`src/hdl/timer_h1_params.svh`:
```
// Register map, field positions, reset values and divider settings
`ifndef TIMER_H1_PARAMS_SVH
`define TIMER_H1_PARAMS_SVH
`define ADDR_PORT1_DIR 16'hff21
`define ADDR_MODE_CTL 16'hff6c
`define ADDR_CARRIER_CTL 16'hff6d
`define ADDR_CMP_FIRST 16'hff6e
`define ADDR_CMP_SECOND 16'hff6f
`define RST_PORT1_DIR 8'hff
`define RST_MODE_CTL 8'h00
`define RST_CARRIER_CTL 8'h00
`define RST_CMP 8'h00
`define BIT_PIN6 6
`define PRS_LOG2_D4 2
`define PRS_LOG2_D16 4
`define PRS_LOG2_D64 6
`define PRS_LOG2_D4096 12
`define LSO_LOG2_D128 7
`define LSO_LOG2_D512 9
`define PRE_W 12
`define LSO_W 9
`endif

```
`src/hdl/timer_h1_pkg.sv`:
```
// Types shared by the timer H1 block
`default_nettype none
package timer_h1_pkg;
	typedef enum logic [1:0] {
		MODE_INTERVAL = 2'b00,
		MODE_CARRIER = 2'b01,
		MODE_PWM = 2'b10,
		MODE_BAD = 2'b11
	} tmode_t;
	typedef enum logic [2:0] {
		CLK_PRS = 3'b000,
		CLK_PRS_D4 = 3'b001,
		CLK_PRS_D16 = 3'b010,
		CLK_PRS_D64 = 3'b011,
		CLK_PRS_D4096 = 3'b100,
		CLK_LSO_D128 = 3'b101,
		CLK_LSO_D512 = 3'b110,
		CLK_LSO = 3'b111
	} clk_src_t;
	typedef struct packed {
		logic run;
		clk_src_t clk_sel;
		tmode_t mode;
		logic def_level;
		logic gate;
	} mode_ctl_t;
	typedef struct packed {
		logic [4:0] rsvd;
		logic car_en;
		logic pend;
		logic applied;
	} carrier_ctl_t;
	typedef struct packed {
		logic [15:0] addr;
		logic [7:0] wdata;
		logic we;
		logic re;
	} bus_req_t;
	typedef struct packed {
		logic o;
		logic oe;
	} pin_t;
endpackage
`default_nettype wire

```
`src/hdl/timer_h1_mode_and_interval.sv`:
```
// Timer H1 mode, carrier control, port direction and interval counter
`default_nettype none
`include "timer_h1_params.svh"
// Contract
// Run bit low stops counting and holds the counter at zero.
// Clock field picks prescaled peripheral or low-speed oscillator.
// Mode field: 00 interval, 01 carrier, 10 PWM, 11 forbidden.
// Default level bit sets the idle output level.
// Output gate bit enables the waveform onto the output.
// Software changes no other mode bit while running.
// Software rewrites second compare on every restart in PWM/carrier.
// Software keeps this count clock over six times the companion's.
// Carrier control resets to zero and takes bit or byte writes.
// Remote output: 00 low, 01 high, 10 low, 11 carrier pulses.
// Bit 0 of carrier control is read-only applied-level status.
// Direction bit 6 at 0 drives pin, resets to all ones.
// Interval match with first compare raises irq, clears counter.
// Interval mode ignores the second compare entirely.
// Each first compare match inverts the output level.
// Irq interval equals compare value plus one count clocks.
// Counting starts within one count clock after run is set.
// Match irq comes on the count clock edge of the match.
// Stopping returns irq and output to default levels; in carrier mode the output still follows applied_q and car_en.
// Mode register resets to zero and takes bit or byte writes.
// Eight-bit counter increments once per selected count clock.
module timer_h1_mode_and_interval #(
	parameter int CNT_W = 8,
	parameter int PRE_W = `PRE_W,
	parameter int LSO_W = `LSO_W
) (
	input wire logic clk,
	input wire logic rst,
	input wire logic ce,
	input wire timer_h1_pkg::bus_req_t bus,
	output logic [7:0] rdata,
	input wire logic lso_clk_pin,
	input wire logic companion_event,
	output logic match_irq,
	output var timer_h1_pkg::pin_t timer_out_pin,
	output logic [7:0] port1_oe
);
	import timer_h1_pkg::*;

	if (CNT_W != 8 || PRE_W < 12 || LSO_W < 9) begin : g_bad_param
		$error("Unsupported timer parameters");
	end

	function automatic logic addr_hit(input logic [15:0] a,
		input logic [15:0] r);
		return a == r;
	endfunction

	function automatic logic low_ones(input logic [PRE_W-1:0] v,
		input int n);
		logic [PRE_W-1:0] m;
		m = PRE_W'((64'd1 << n) - 64'd1);
		return (v & m) == m;
	endfunction

	// Register file
	mode_ctl_t mode_q;
	mode_ctl_t mode_d;
	mode_ctl_t wr_mode;
	carrier_ctl_t car_q;
	carrier_ctl_t car_d;
	logic [7:0] dir_q;
	logic [7:0] dir_d;
	logic [7:0] cmp0_q;
	logic [7:0] cmp0_d;
	logic [7:0] cmp1_buf_q;
	logic [7:0] cmp1_buf_d;
	logic [7:0] rdata_q;
	logic [7:0] rdata_d;
	logic applied_q;
	logic wr_cmp1;

	assign wr_mode = mode_ctl_t'(bus.wdata);
	assign wr_cmp1 = bus.we && addr_hit(bus.addr, `ADDR_CMP_SECOND);

	always_comb begin
		mode_d = mode_q;
		car_d = car_q;
		dir_d = dir_q;
		cmp0_d = cmp0_q;
		cmp1_buf_d = cmp1_buf_q;
		rdata_d = 8'h00;
		if (bus.we) begin
			if (addr_hit(bus.addr, `ADDR_MODE_CTL)) begin
				mode_d = wr_mode;
				if (wr_mode.mode == MODE_BAD) begin
					mode_d.mode = mode_q.mode;
				end
			end
			if (addr_hit(bus.addr, `ADDR_CARRIER_CTL)) begin
				car_d = carrier_ctl_t'(bus.wdata);
				car_d.rsvd = 5'h00;
				car_d.applied = 1'b0;
			end
			if (addr_hit(bus.addr, `ADDR_PORT1_DIR)) begin
				dir_d = bus.wdata;
			end
			if (addr_hit(bus.addr, `ADDR_CMP_FIRST)) begin
				cmp0_d = bus.wdata;
			end
			if (wr_cmp1) begin
				cmp1_buf_d = bus.wdata;
			end
		end
		if (bus.re) begin
			if (addr_hit(bus.addr, `ADDR_MODE_CTL)) begin
				rdata_d = mode_q;
			end
			if (addr_hit(bus.addr, `ADDR_CARRIER_CTL)) begin
				rdata_d = {car_q[7:1], applied_q};
			end
			if (addr_hit(bus.addr, `ADDR_PORT1_DIR)) begin
				rdata_d = dir_q;
			end
			if (addr_hit(bus.addr, `ADDR_CMP_FIRST)) begin
				rdata_d = cmp0_q;
			end
			if (addr_hit(bus.addr, `ADDR_CMP_SECOND)) begin
				rdata_d = cmp1_buf_q;
			end
		end
	end

	always_ff @(posedge clk) begin
		if (rst) begin
			mode_q <= mode_ctl_t'(`RST_MODE_CTL);
			car_q <= carrier_ctl_t'(`RST_CARRIER_CTL);
			dir_q <= `RST_PORT1_DIR;
			cmp0_q <= `RST_CMP;
			cmp1_buf_q <= `RST_CMP;
			rdata_q <= 8'h00;
		end else if (ce) begin
			mode_q <= mode_d;
			car_q <= car_d;
			dir_q <= dir_d;
			cmp0_q <= cmp0_d;
			cmp1_buf_q <= cmp1_buf_d;
			rdata_q <= rdata_d;
		end
	end

	assign rdata = rdata_q;
	assign port1_oe = ~dir_q;

	// Count clock sources
	logic lso_s1_q;
	logic lso_s1_d;
	logic lso_s2_q;
	logic lso_s2_d;
	logic lso_s3_q;
	logic lso_s3_d;
	logic [PRE_W-1:0] prs_q;
	logic [PRE_W-1:0] prs_d;
	logic [LSO_W-1:0] lso_q;
	logic [LSO_W-1:0] lso_d;
	logic lso_edge;
	logic tick;

	assign lso_edge = lso_s2_q & ~lso_s3_q;

	always_comb begin
		lso_s1_d = lso_clk_pin;
		lso_s2_d = lso_s1_q;
		lso_s3_d = lso_s2_q;
		prs_d = prs_q + 1'b1;
		lso_d = lso_q;
		if (lso_edge) begin
			lso_d = lso_q + 1'b1;
		end
	end

	always_ff @(posedge clk) begin
		if (rst) begin
			lso_s1_q <= 1'b0;
			lso_s2_q <= 1'b0;
			lso_s3_q <= 1'b0;
			prs_q <= '0;
			lso_q <= '0;
		end else if (ce) begin
			lso_s1_q <= lso_s1_d;
			lso_s2_q <= lso_s2_d;
			lso_s3_q <= lso_s3_d;
			prs_q <= prs_d;
			lso_q <= lso_d;
		end
	end

	always_comb begin
		case (mode_q.clk_sel)
			CLK_PRS: begin
				tick = 1'b1;
			end
			CLK_PRS_D4: begin
				tick = low_ones(prs_q, `PRS_LOG2_D4);
			end
			CLK_PRS_D16: begin
				tick = low_ones(prs_q, `PRS_LOG2_D16);
			end
			CLK_PRS_D64: begin
				tick = low_ones(prs_q, `PRS_LOG2_D64);
			end
			CLK_PRS_D4096: begin
				tick = low_ones(prs_q, `PRS_LOG2_D4096);
			end
			CLK_LSO_D128: begin
				tick = lso_edge &&
					low_ones(PRE_W'(lso_q), `LSO_LOG2_D128);
			end
			CLK_LSO_D512: begin
				tick = lso_edge &&
					low_ones(PRE_W'(lso_q), `LSO_LOG2_D512);
			end
			default: begin
				tick = lso_edge;
			end
		endcase
	end

	// Counter, output level and carrier transfer
	logic [CNT_W-1:0] cnt_q;
	logic [CNT_W-1:0] cnt_d;
	logic [7:0] cmp1_q;
	logic [7:0] cmp1_d;
	logic cmp1_new_q;
	logic cmp1_new_d;
	logic level_q;
	logic level_d;
	logic irq_q;
	logic irq_d;
	logic applied_d;
	logic evt_q;
	logic evt_d;
	pin_t pin_q;
	pin_t pin_d;
	logic hit0;
	logic hit1;
	logic lvl_gated;

	assign hit0 = cnt_q == cmp0_q;
	assign hit1 = cnt_q == cmp1_q;

	always_comb begin
		cnt_d = cnt_q;
		cmp1_d = cmp1_q;
		cmp1_new_d = cmp1_new_q | wr_cmp1;
		level_d = level_q;
		irq_d = 1'b0;
		applied_d = applied_q;
		evt_d = evt_q | companion_event;
		if (tick && evt_d) begin
			applied_d = car_q.pend;
			evt_d = 1'b0;
		end
		if (!mode_q.run) begin
			cnt_d = '0;
			level_d = mode_q.def_level;
			cmp1_d = cmp1_buf_q;
			cmp1_new_d = 1'b0;
		end else if (tick) begin
			if (hit0) begin
				cnt_d = '0;
				level_d = ~level_q;
				irq_d = 1'b1;
			end else begin
				cnt_d = cnt_q + 1'b1;
				if (mode_q.mode == MODE_PWM && hit1) begin
					level_d = ~level_q;
					if (cmp1_new_q && !wr_cmp1) begin
						cmp1_d = cmp1_buf_q;
						cmp1_new_d = 1'b0;
					end
				end
			end
		end
		lvl_gated = mode_q.gate ? level_q : mode_q.def_level;
		if (mode_q.mode == MODE_CARRIER) begin
			pin_d.o = applied_q & (~car_q.car_en | lvl_gated);
		end else begin
			pin_d.o = lvl_gated;
		end
		pin_d.oe = ~dir_q[`BIT_PIN6];
	end

	always_ff @(posedge clk) begin
		if (rst) begin
			cnt_q <= '0;
			cmp1_q <= `RST_CMP;
			cmp1_new_q <= 1'b0;
			level_q <= 1'b0;
			irq_q <= 1'b0;
			applied_q <= 1'b0;
			evt_q <= 1'b0;
			pin_q <= '0;
		end else if (ce) begin
			cnt_q <= cnt_d;
			cmp1_q <= cmp1_d;
			cmp1_new_q <= cmp1_new_d;
			level_q <= level_d;
			irq_q <= irq_d;
			applied_q <= applied_d;
			evt_q <= evt_d;
			pin_q <= pin_d;
		end
	end

	assign match_irq = irq_q;
	assign timer_out_pin = pin_q;
endmodule
`default_nettype wire

```
`config.mk`:
```
export PLATFORM = sky130hd
export DESIGN_NAME = timer_h1_mode_and_interval
export DESIGN_NICKNAME = d
export VERILOG_FILES = /design/src/hdl/timer_h1_pkg.sv /design/src/hdl/timer_h1_mode_and_interval.sv
export VERILOG_INCLUDE_DIRS = /design/src /design/src/hdl
export SDC_FILE = /design/constraint.sdc
export NUM_CORES = 1
export LEC_CHECK = 0
export ABC_AREA = 1
export BUFFER_PORTS_ARGS = -buffer_cell sky130_fd_sc_hd__buf_2
export CAP_MARGIN = 40
export CELL_PAD_IN_SITES_DETAIL_PLACEMENT = 0
export CELL_PAD_IN_SITES_GLOBAL_PLACEMENT = 1
export CORE_ASPECT_RATIO = 1.5
export CORE_MARGIN = 5
export CORE_UTILIZATION = 40
export DETAILED_ROUTE_END_ITERATION = 6
export PLACE_DENSITY = 0.87
export SYNTH_ARGS = -nofsm -noshare
export SYNTH_HDL_FRONTEND = slang
export SYNTH_SLANG_ARGS = --single-unit
```
`constraint.sdc`:
```
create_clock -name clk -period 2.2 [get_ports clk]
set_input_delay 0.22 -clock clk [delete_from_list [all_inputs] [get_ports clk]]
set_output_delay 0.22 -clock clk [all_outputs]
set_load 0.05 [all_outputs]
```
==> summary.md, run 1 <==
| Metric | Value |
|---|---|
| Outcome | complete, no violations |
| Layout Utilization | 48.26% |
| Post-synthesis sequential element count | 89 |
| Min Tclk post-route | 2158 ps |
| Mapped Cells | 631 |
| Filler instances | 1157 |
| Row count | 47 |
| Slew Viols, Final | 0 |
| Avg Cell Area, Syn | 6.972 µm² |
| Total GRT Usage | 19.54% |
| Iteration-0 DRC Markers | 230 |
| Worst setup endpoint | cmp1_q[5]$_SDFFE_PP0P_ |
| Final Power | 0.003320 W |
| CTS Root Cell | clkbuf_16 |
| Routed vias | 4261 |
| Final setup viols | 0 |
| Clock insertion delay at the later pin of the skew report | 340 ps |
| Initial antenna violation count | 0 |
| Number of buffers added on ports | 49 |
| CTS buffer count | 9 |
| Leakage power | 2.236 nW |
| Sequential fraction of the synthesis area | 40.50% |
| Wire length of the first global-routing pass | 20400 µm |
| Reg2Reg Launch Point | lso_q[1]$_SDFFE_PP0P_ |
| DR pass1 iterations | 4 |
| Residual DRC count | 0 |
| Max-Cap Viols | 0 |
| Die height | 138.4 µm |
| Largest net degree at the start of global routing | 50 |
| CTS sink count | 89 |
| CP arrival | 2390 ps |
| PwrDens | 628.9 mW/mm² |
| Vias per inst | 5.067 |
| Area grow syn2layout | 19.99% |
| Fin. Hold Viols | 0 |
| Critical Path Start | lso_q[1]$_SDFFE_PP0P_ |
| Syn nets | 666 |
| Reg2Reg Setup Slack | 40 ps |
| Yosys cell types | 39 |
| Worst reg2reg endpoint | cmp1_q[5]$_SDFFE_PP0P_ |
| Non-Filler Instances | 841 |
| R2R depth | 17 |
| Ratio of cells with drive above 1 in the final layout | 17.29% |
| Final Cycle Share | 98.08% |
| Gr ovfl total | 0 |
| Routed Antenna Nets | 0 |
| Register area | 0.001787 mm² |
| Worst-Margin Slew | 579.5 ps |
| IO Pins | 50 |
| Hold-fix buffers, CTS | 0 |
| F_max | 463.4 MHz |
| Setup crit start kind | flop |
| Slew HR | 61.24% |
| H-tree depth | 3 |
| Final Skew | 8.237 ps |
| Die ar. | 0.01324 mm² |
| WP data required | 2430 ps |
| RSZ-0062 raised after global routing | yes |
| Worst hold path class | in2reg |
| Crit Path Category | reg2reg |
| Critical Path End Type | flop |
| Maximum VDD drop | 0.4950 mV |
| WL/cell | 14.98 µm |
| Placeable core region | 0.01094 mm² |
| Vias in the first global route | 4293 |
| GPL Wtd Cong | 0.8986 |
| Post-DP HPWL | 9188 µm |
| Initial Util | 40.22% |
| CP max FO | 6 |
| Die W | 95.63 µm |
| Placed cell count | 815 |
| Reg clk slew, reported paths | 60 ps |
| Ys Warns | 0 |
| Mapped cell area | 0.004399 mm² |
| Area occupied by multi-input gates | 0.002255 mm² |
| Nets | 724 |
| Ant diodes | 0 |
| Clk buf depth | 2 |
| TritonCTS clock tree | yes |
| Final wirelength | 12600 µm |
## sequential cells by signal, summed over array words and instances (netlist names), 2 cells and up
name / count
prs_q: 12
lso_q: 9
cmp0_q: 8
cmp1_buf_q: 8
cmp1_q: 8
cnt_q: 8
dir_q: 8
mode_q: 8
rdata: 8
car_q: 2
timer_out_pin: 2
## routing by layer
layer  routed length (µm)  up-vias  track usage, %
li1                     -     2190               -
met1                 4911     1965           20.64
met2                 6724       74           35.41
met3                  333       32           3.261
met4                  628        0           10.79
met5                    0        -               0
## synthesized netlist by cell type (all sizes together)
library cell,count,share of area (%)
nor4,1,0.14
o21a,2,0.34
ha,4,1.1
a21oi,73,8.8
inv,82,7.0
nor3,13,1.7
nand3,33,4.1
o21ai,53,6.1
clkbuf,13,1.1
o211ai,12,2.0
xor2,4,0.80
a31oi,4,0.57
buf,10,1.7
nor3b,2,0.34
o22ai,4,0.57
or2,1,0.14
mux2i,1,0.23
a211oi,11,1.9
dfxtp,89,41
nand2,131,12
nand4,10,1.4
xnor2,6,1.2
nand3b,1,0.17
nor2,71,6.3
## worst max-delay path: stages, from the launching register on
cell	delay, ps
dfxtp_4	360
ha_4	130
nand2_2	40
nor2_2	110
nand2_1	70
nor2_1	120
ha_2	180
a21oi_2	40
nor2_1	90
nand2_1	70
nand3_2	80
nand2_4	80
a21oi_4	180
buf_12	150
clkbuf_16	150
nand3_2	70
nand2_1	70
nor2_1	50
## power breakdown
group          internal (W)  switching [W]
clock              0.000778       0.000661
sequential          0.00163      0.0000170
combinational     0.0000886       0.000145
total               0.00250       0.000824
## what timing repair did
item / in CTS / in global routing
setup endpoints to repair: 0 / 18
resized for setup: 0 / 19
setup buffers: 0 / 7
## worst min-delay path by stage
stage / from / to / slack, ps / cells past startpoint
after floorplan: lso_clk_pin / lso_s1_q$_SDFFE_PP0P_ / 350 / 2
after detailed placement: lso_clk_pin / lso_s1_q$_SDFFE_PP0P_ / 460 / 3
after global routing: lso_clk_pin / lso_s1_q$_SDFFE_PP0P_ / 110 / 3
final: lso_clk_pin / lso_s1_q$_SDFFE_PP0P_ / 100 / 3
after global placement: lso_clk_pin / lso_s1_q$_SDFFE_PP0P_ / 450 / 3
after CTS: lso_clk_pin / lso_s1_q$_SDFFE_PP0P_ / 90 / 3
## per-stage QoR
stage               cell area (µm²)  hold slack [ps]  setup TNS (ps)  setup slack [ps]
finish                         5279            104.2               0             42.17
global route                   5279            111.1           -1821            -148.1
CTS                            5077            92.33               0             99.40
detailed placement             4798            458.8               0             128.1
global placement               4798            449.0               0             193.7
floorplan                      4399            354.9               0             311.4
## cell families after synthesis
| logic type | count (synthesis) | synth area share, % |
|---|---|---|
| AOI/OAI and AO/OA | 159 | 20.34 |
| and+or+nand+nor | 263 | 25.97 |
| DFF | 89 | 40.50 |
| buffers and inverters | 105 | 9.840 |
| xor gates and xnor gates | 10 | 1.991 |
| adders and majority gates | 4 | 1.138 |
| muxes | 1 | 0.2275 |
## layout by cell type, fill, tap and decap left out, drive strengths merged
cell	count
nand3b	1
nor2	71
buf	68
mux2i	1
nor3	13
nor4	1
nand4	10
nand2	131
clkinv	2
clkinvlp	2
dfxtp	89
o21a	2
clkbuf	12
xnor2	6
nand3	33
xor2	4
or2	1
inv	84
o211ai	12
ha	4
o22ai	4
a21oi	73
nor3b	2
a211oi	11
o21ai	53
a31oi	4
## layout make-up
cell class                      count  share of cell area (%)
Multi-Input combinational cell    437                   42.71
Sequential cell                    89                   33.85
Timing Repair Buffer               70                   8.841
Inverter                           82                   5.831
Clock buffer                       10                   4.338
Tap cell                          147                   3.484
Clock inverter                      6                  0.9481
(Power assumes the default switching activity.)
==> inputs of run 2 (changes only) <==
==> constraint.sdc (replaced) <==
create_clock -name clk -period 2.8 [get_ports clk]
set_input_delay 0.28 -clock clk [delete_from_list [all_inputs] [get_ports clk]]
set_output_delay 0.28 -clock clk [all_outputs]
set_load 0.05 [all_outputs]
==> run 2 against run 1 <==
Against the previous run: power is 20% lower; sequential share of layout area is 1.4 points higher; routed wire length is 3.2% lower; sequential cell count stayed put; non-clock buffer count is 14 lower.
==> summary.md, run 2 (synthesized netlist as in run 1, its figures left out) <==
| Metric | Value |
|---|---|
| Total GRT Usage | 19.67% |
| Largest net degree at the start of global routing | 36 |
| GR Util met1 | 22.29% |
| Number of buffers added on ports | 49 |
| Fin area | 0.005052 mm² |
| Crit Path Category | reg2reg |
| Leakage power | 2.134 nW |
| RSZ-0062 raised after global routing | no |
| CP max FO | 26 |
| Min Tclk post-route | 2165 ps |
| Slew HR | 49.90% |
| WL/cell | 14.76 µm |
| CTS sink count | 89 |
| Ratio of cells with drive above 1 in the final layout | 13.25% |
| M2 GR Usage | 35.45% |
| Vias per inst | 5.167 |
| Outcome | complete, no violations |
| Row count | 47 |
| Final Skew | 7.617 ps |
| Crit path cell chain | ha_1 -> nand2_1 -> nor2_2 -> nand2_1 -> nor2_1 -> ha_1 -> a21oi_1 -> nor2_1 -> nand2_1 -> nand3_2 -> nand2_4 -> a21oi_4 -> buf_4 -> nand3_1 -> nand2_1 -> nor2_1 |
| Final wirelength | 12190 µm |
| Hold-fix buffers, CTS | 0 |
| TritonCTS clock tree | yes |
| Post-DP HPWL | 9155 µm |
| Critical Path Max Stage Delay | 340 ps |
| Gr ovfl total | 0 |
| Initial antenna violation count | 0 |
| Setup TNS | 0 ps |
| Vias in the first global route | 4217 |
| Die height | 138.4 µm |
| Routed Antenna Nets | 0 |
| CP arrival | 2400 ps |
| Fin. Hold Viols | 0 |
| Commonest cells after routing, fill and taps aside | 126 x nand2_1, 89 x dfxtp_1, 80 x inv_1 |
| H-tree depth | 3 |
| Die W | 95.63 µm |
| F_max | 461.8 MHz |
| IO Pins | 50 |
| Largest reg by FF count | prs_q |
| Nets | 710 |
| Post-CTS setup buffers | 0 |
| Slew Viols, Final | 0 |
| Post-CTS resize count | 0 |
| Iteration-0 DRC Markers | 316 |
| Commonest non-fill, non-tap cell in the layout | nand2_1 |
| Die ar. | 0.01324 mm² |
| Max-Cap Viols | 0 |
| CTS Root Cell | clkbuf_16 |
| Maximum VDD drop | 0.3732 mV |
| CTS buffer count | 9 |
| CP most frequent cell | nand2_1 |
| Clock insertion delay at the later pin of the skew report | 340 ps |
| Residual DRC count | 0 |
| Number of flip-flops in the largest register | 12 |
| DP Area | 0.004756 mm² |
| Final Cycle Share | 77.33% |
| WP data required | 3030 ps |
| Final Power | 0.002664 W |
| Critical Path End Type | flop |
| Filler instances | 1192 |
| Busiest grt layer | met2 |
| Clk buf depth | 2 |
| GPL Wtd Cong | 0.8570 |
| Met3 usage | 2.989% |
| Final setup viols | 0 |
| Setup crit start kind | flop |
| Ant diodes | 0 |
| Top flop regs | prs_q x12, lso_q x9 |
| PwrDens | 527.2 mW/mm² |
| CP max-delay cell | dfxtp_1 |
| Worst hold path class | in2reg |
| Placeable core region | 0.01094 mm² |
| Routed vias | 4268 |
| Area grow syn2layout | 14.85% |
| Worst-Margin Slew | 750.7 ps |
| DR pass1 iterations | 5 |
| Initial Util | 40.22% |
| Wire length of the first global-routing pass | 20440 µm |
| Reg clk slew, reported paths | 60 ps |
-- run 2: cell types whose count changed in the layout (fill, tap and decap cells not counted), moves of 3 or more --
cell,delta
nand2_2,-3
nand2_1,+4
buf_4,-9
nand3_1,+5
nand3_2,-5
-- run 2: path summary, 6_finish.rpt --
path | start | endpoint | slack, ps | cells past startpoint
setup reg to reg | lso_q[1]$_SDFFE_PP0P_ | cmp1_q[1]$_SDFFE_PP0P_ | 630 | 16
hold reg to reg | rdata[6]$_SDFFE_PP0P_ | rdata[6]$_SDFFE_PP0P_ | 460 | 2
hold / removal | lso_clk_pin | lso_s1_q$_SDFFE_PP0P_ | 170 | 3
setup / recovery | lso_q[1]$_SDFFE_PP0P_ | cmp1_q[1]$_SDFFE_PP0P_ | 630 | 16
-- run 2: metrics by stage --
stage	instances	setup slack [ps]	hold WS (ps)	util, %
global route	826	363.0	183.6	46.19
detailed placement	811	647.8	454.8	43.48
CTS	826	625.1	159.5	46.19
floorplan	631	911.4	414.9	-
global placement	811	682.4	453.7	43.48
finish	826	634.6	167.0	46.19
-- run 2: area by class of cell --
cell class              instances  area [µm²]  area share [%]
inverters                      82       307.8           6.092
well taps                     147       183.9           3.640
clock buffers                  12       256.5           5.077
flip-flops and latches         89        1782           35.26
clock inverters                 3       40.04          0.7925
multi-input cells             437        2185           43.24
repair buffers                 56       297.8           5.894
-- run 2: where the power goes --
group,internal [W],switching [W],total [W]
logic,0.0000513,0.000109,0.000160
clock network,0.000732,0.000478,0.00121
registers,0.00128,0.0000119,0.00129
-- run 2: worst max-delay path, delay by kind of cell (launching register included) --
family                     cells  cell delay [ps]
AOI/OAI and AO/OA              2              170
adders and majority gates      2              320
buffers and inverters          1              310
DFF                            1              340
and+or+nand+nor               11              910
-- run 2: per-layer routing --
layer,vias to the layer above,share of wire [%]
met5,-,0
met2,102,55
met1,1974,38
met4,0,2.9
li1,2166,-
met3,26,3.5
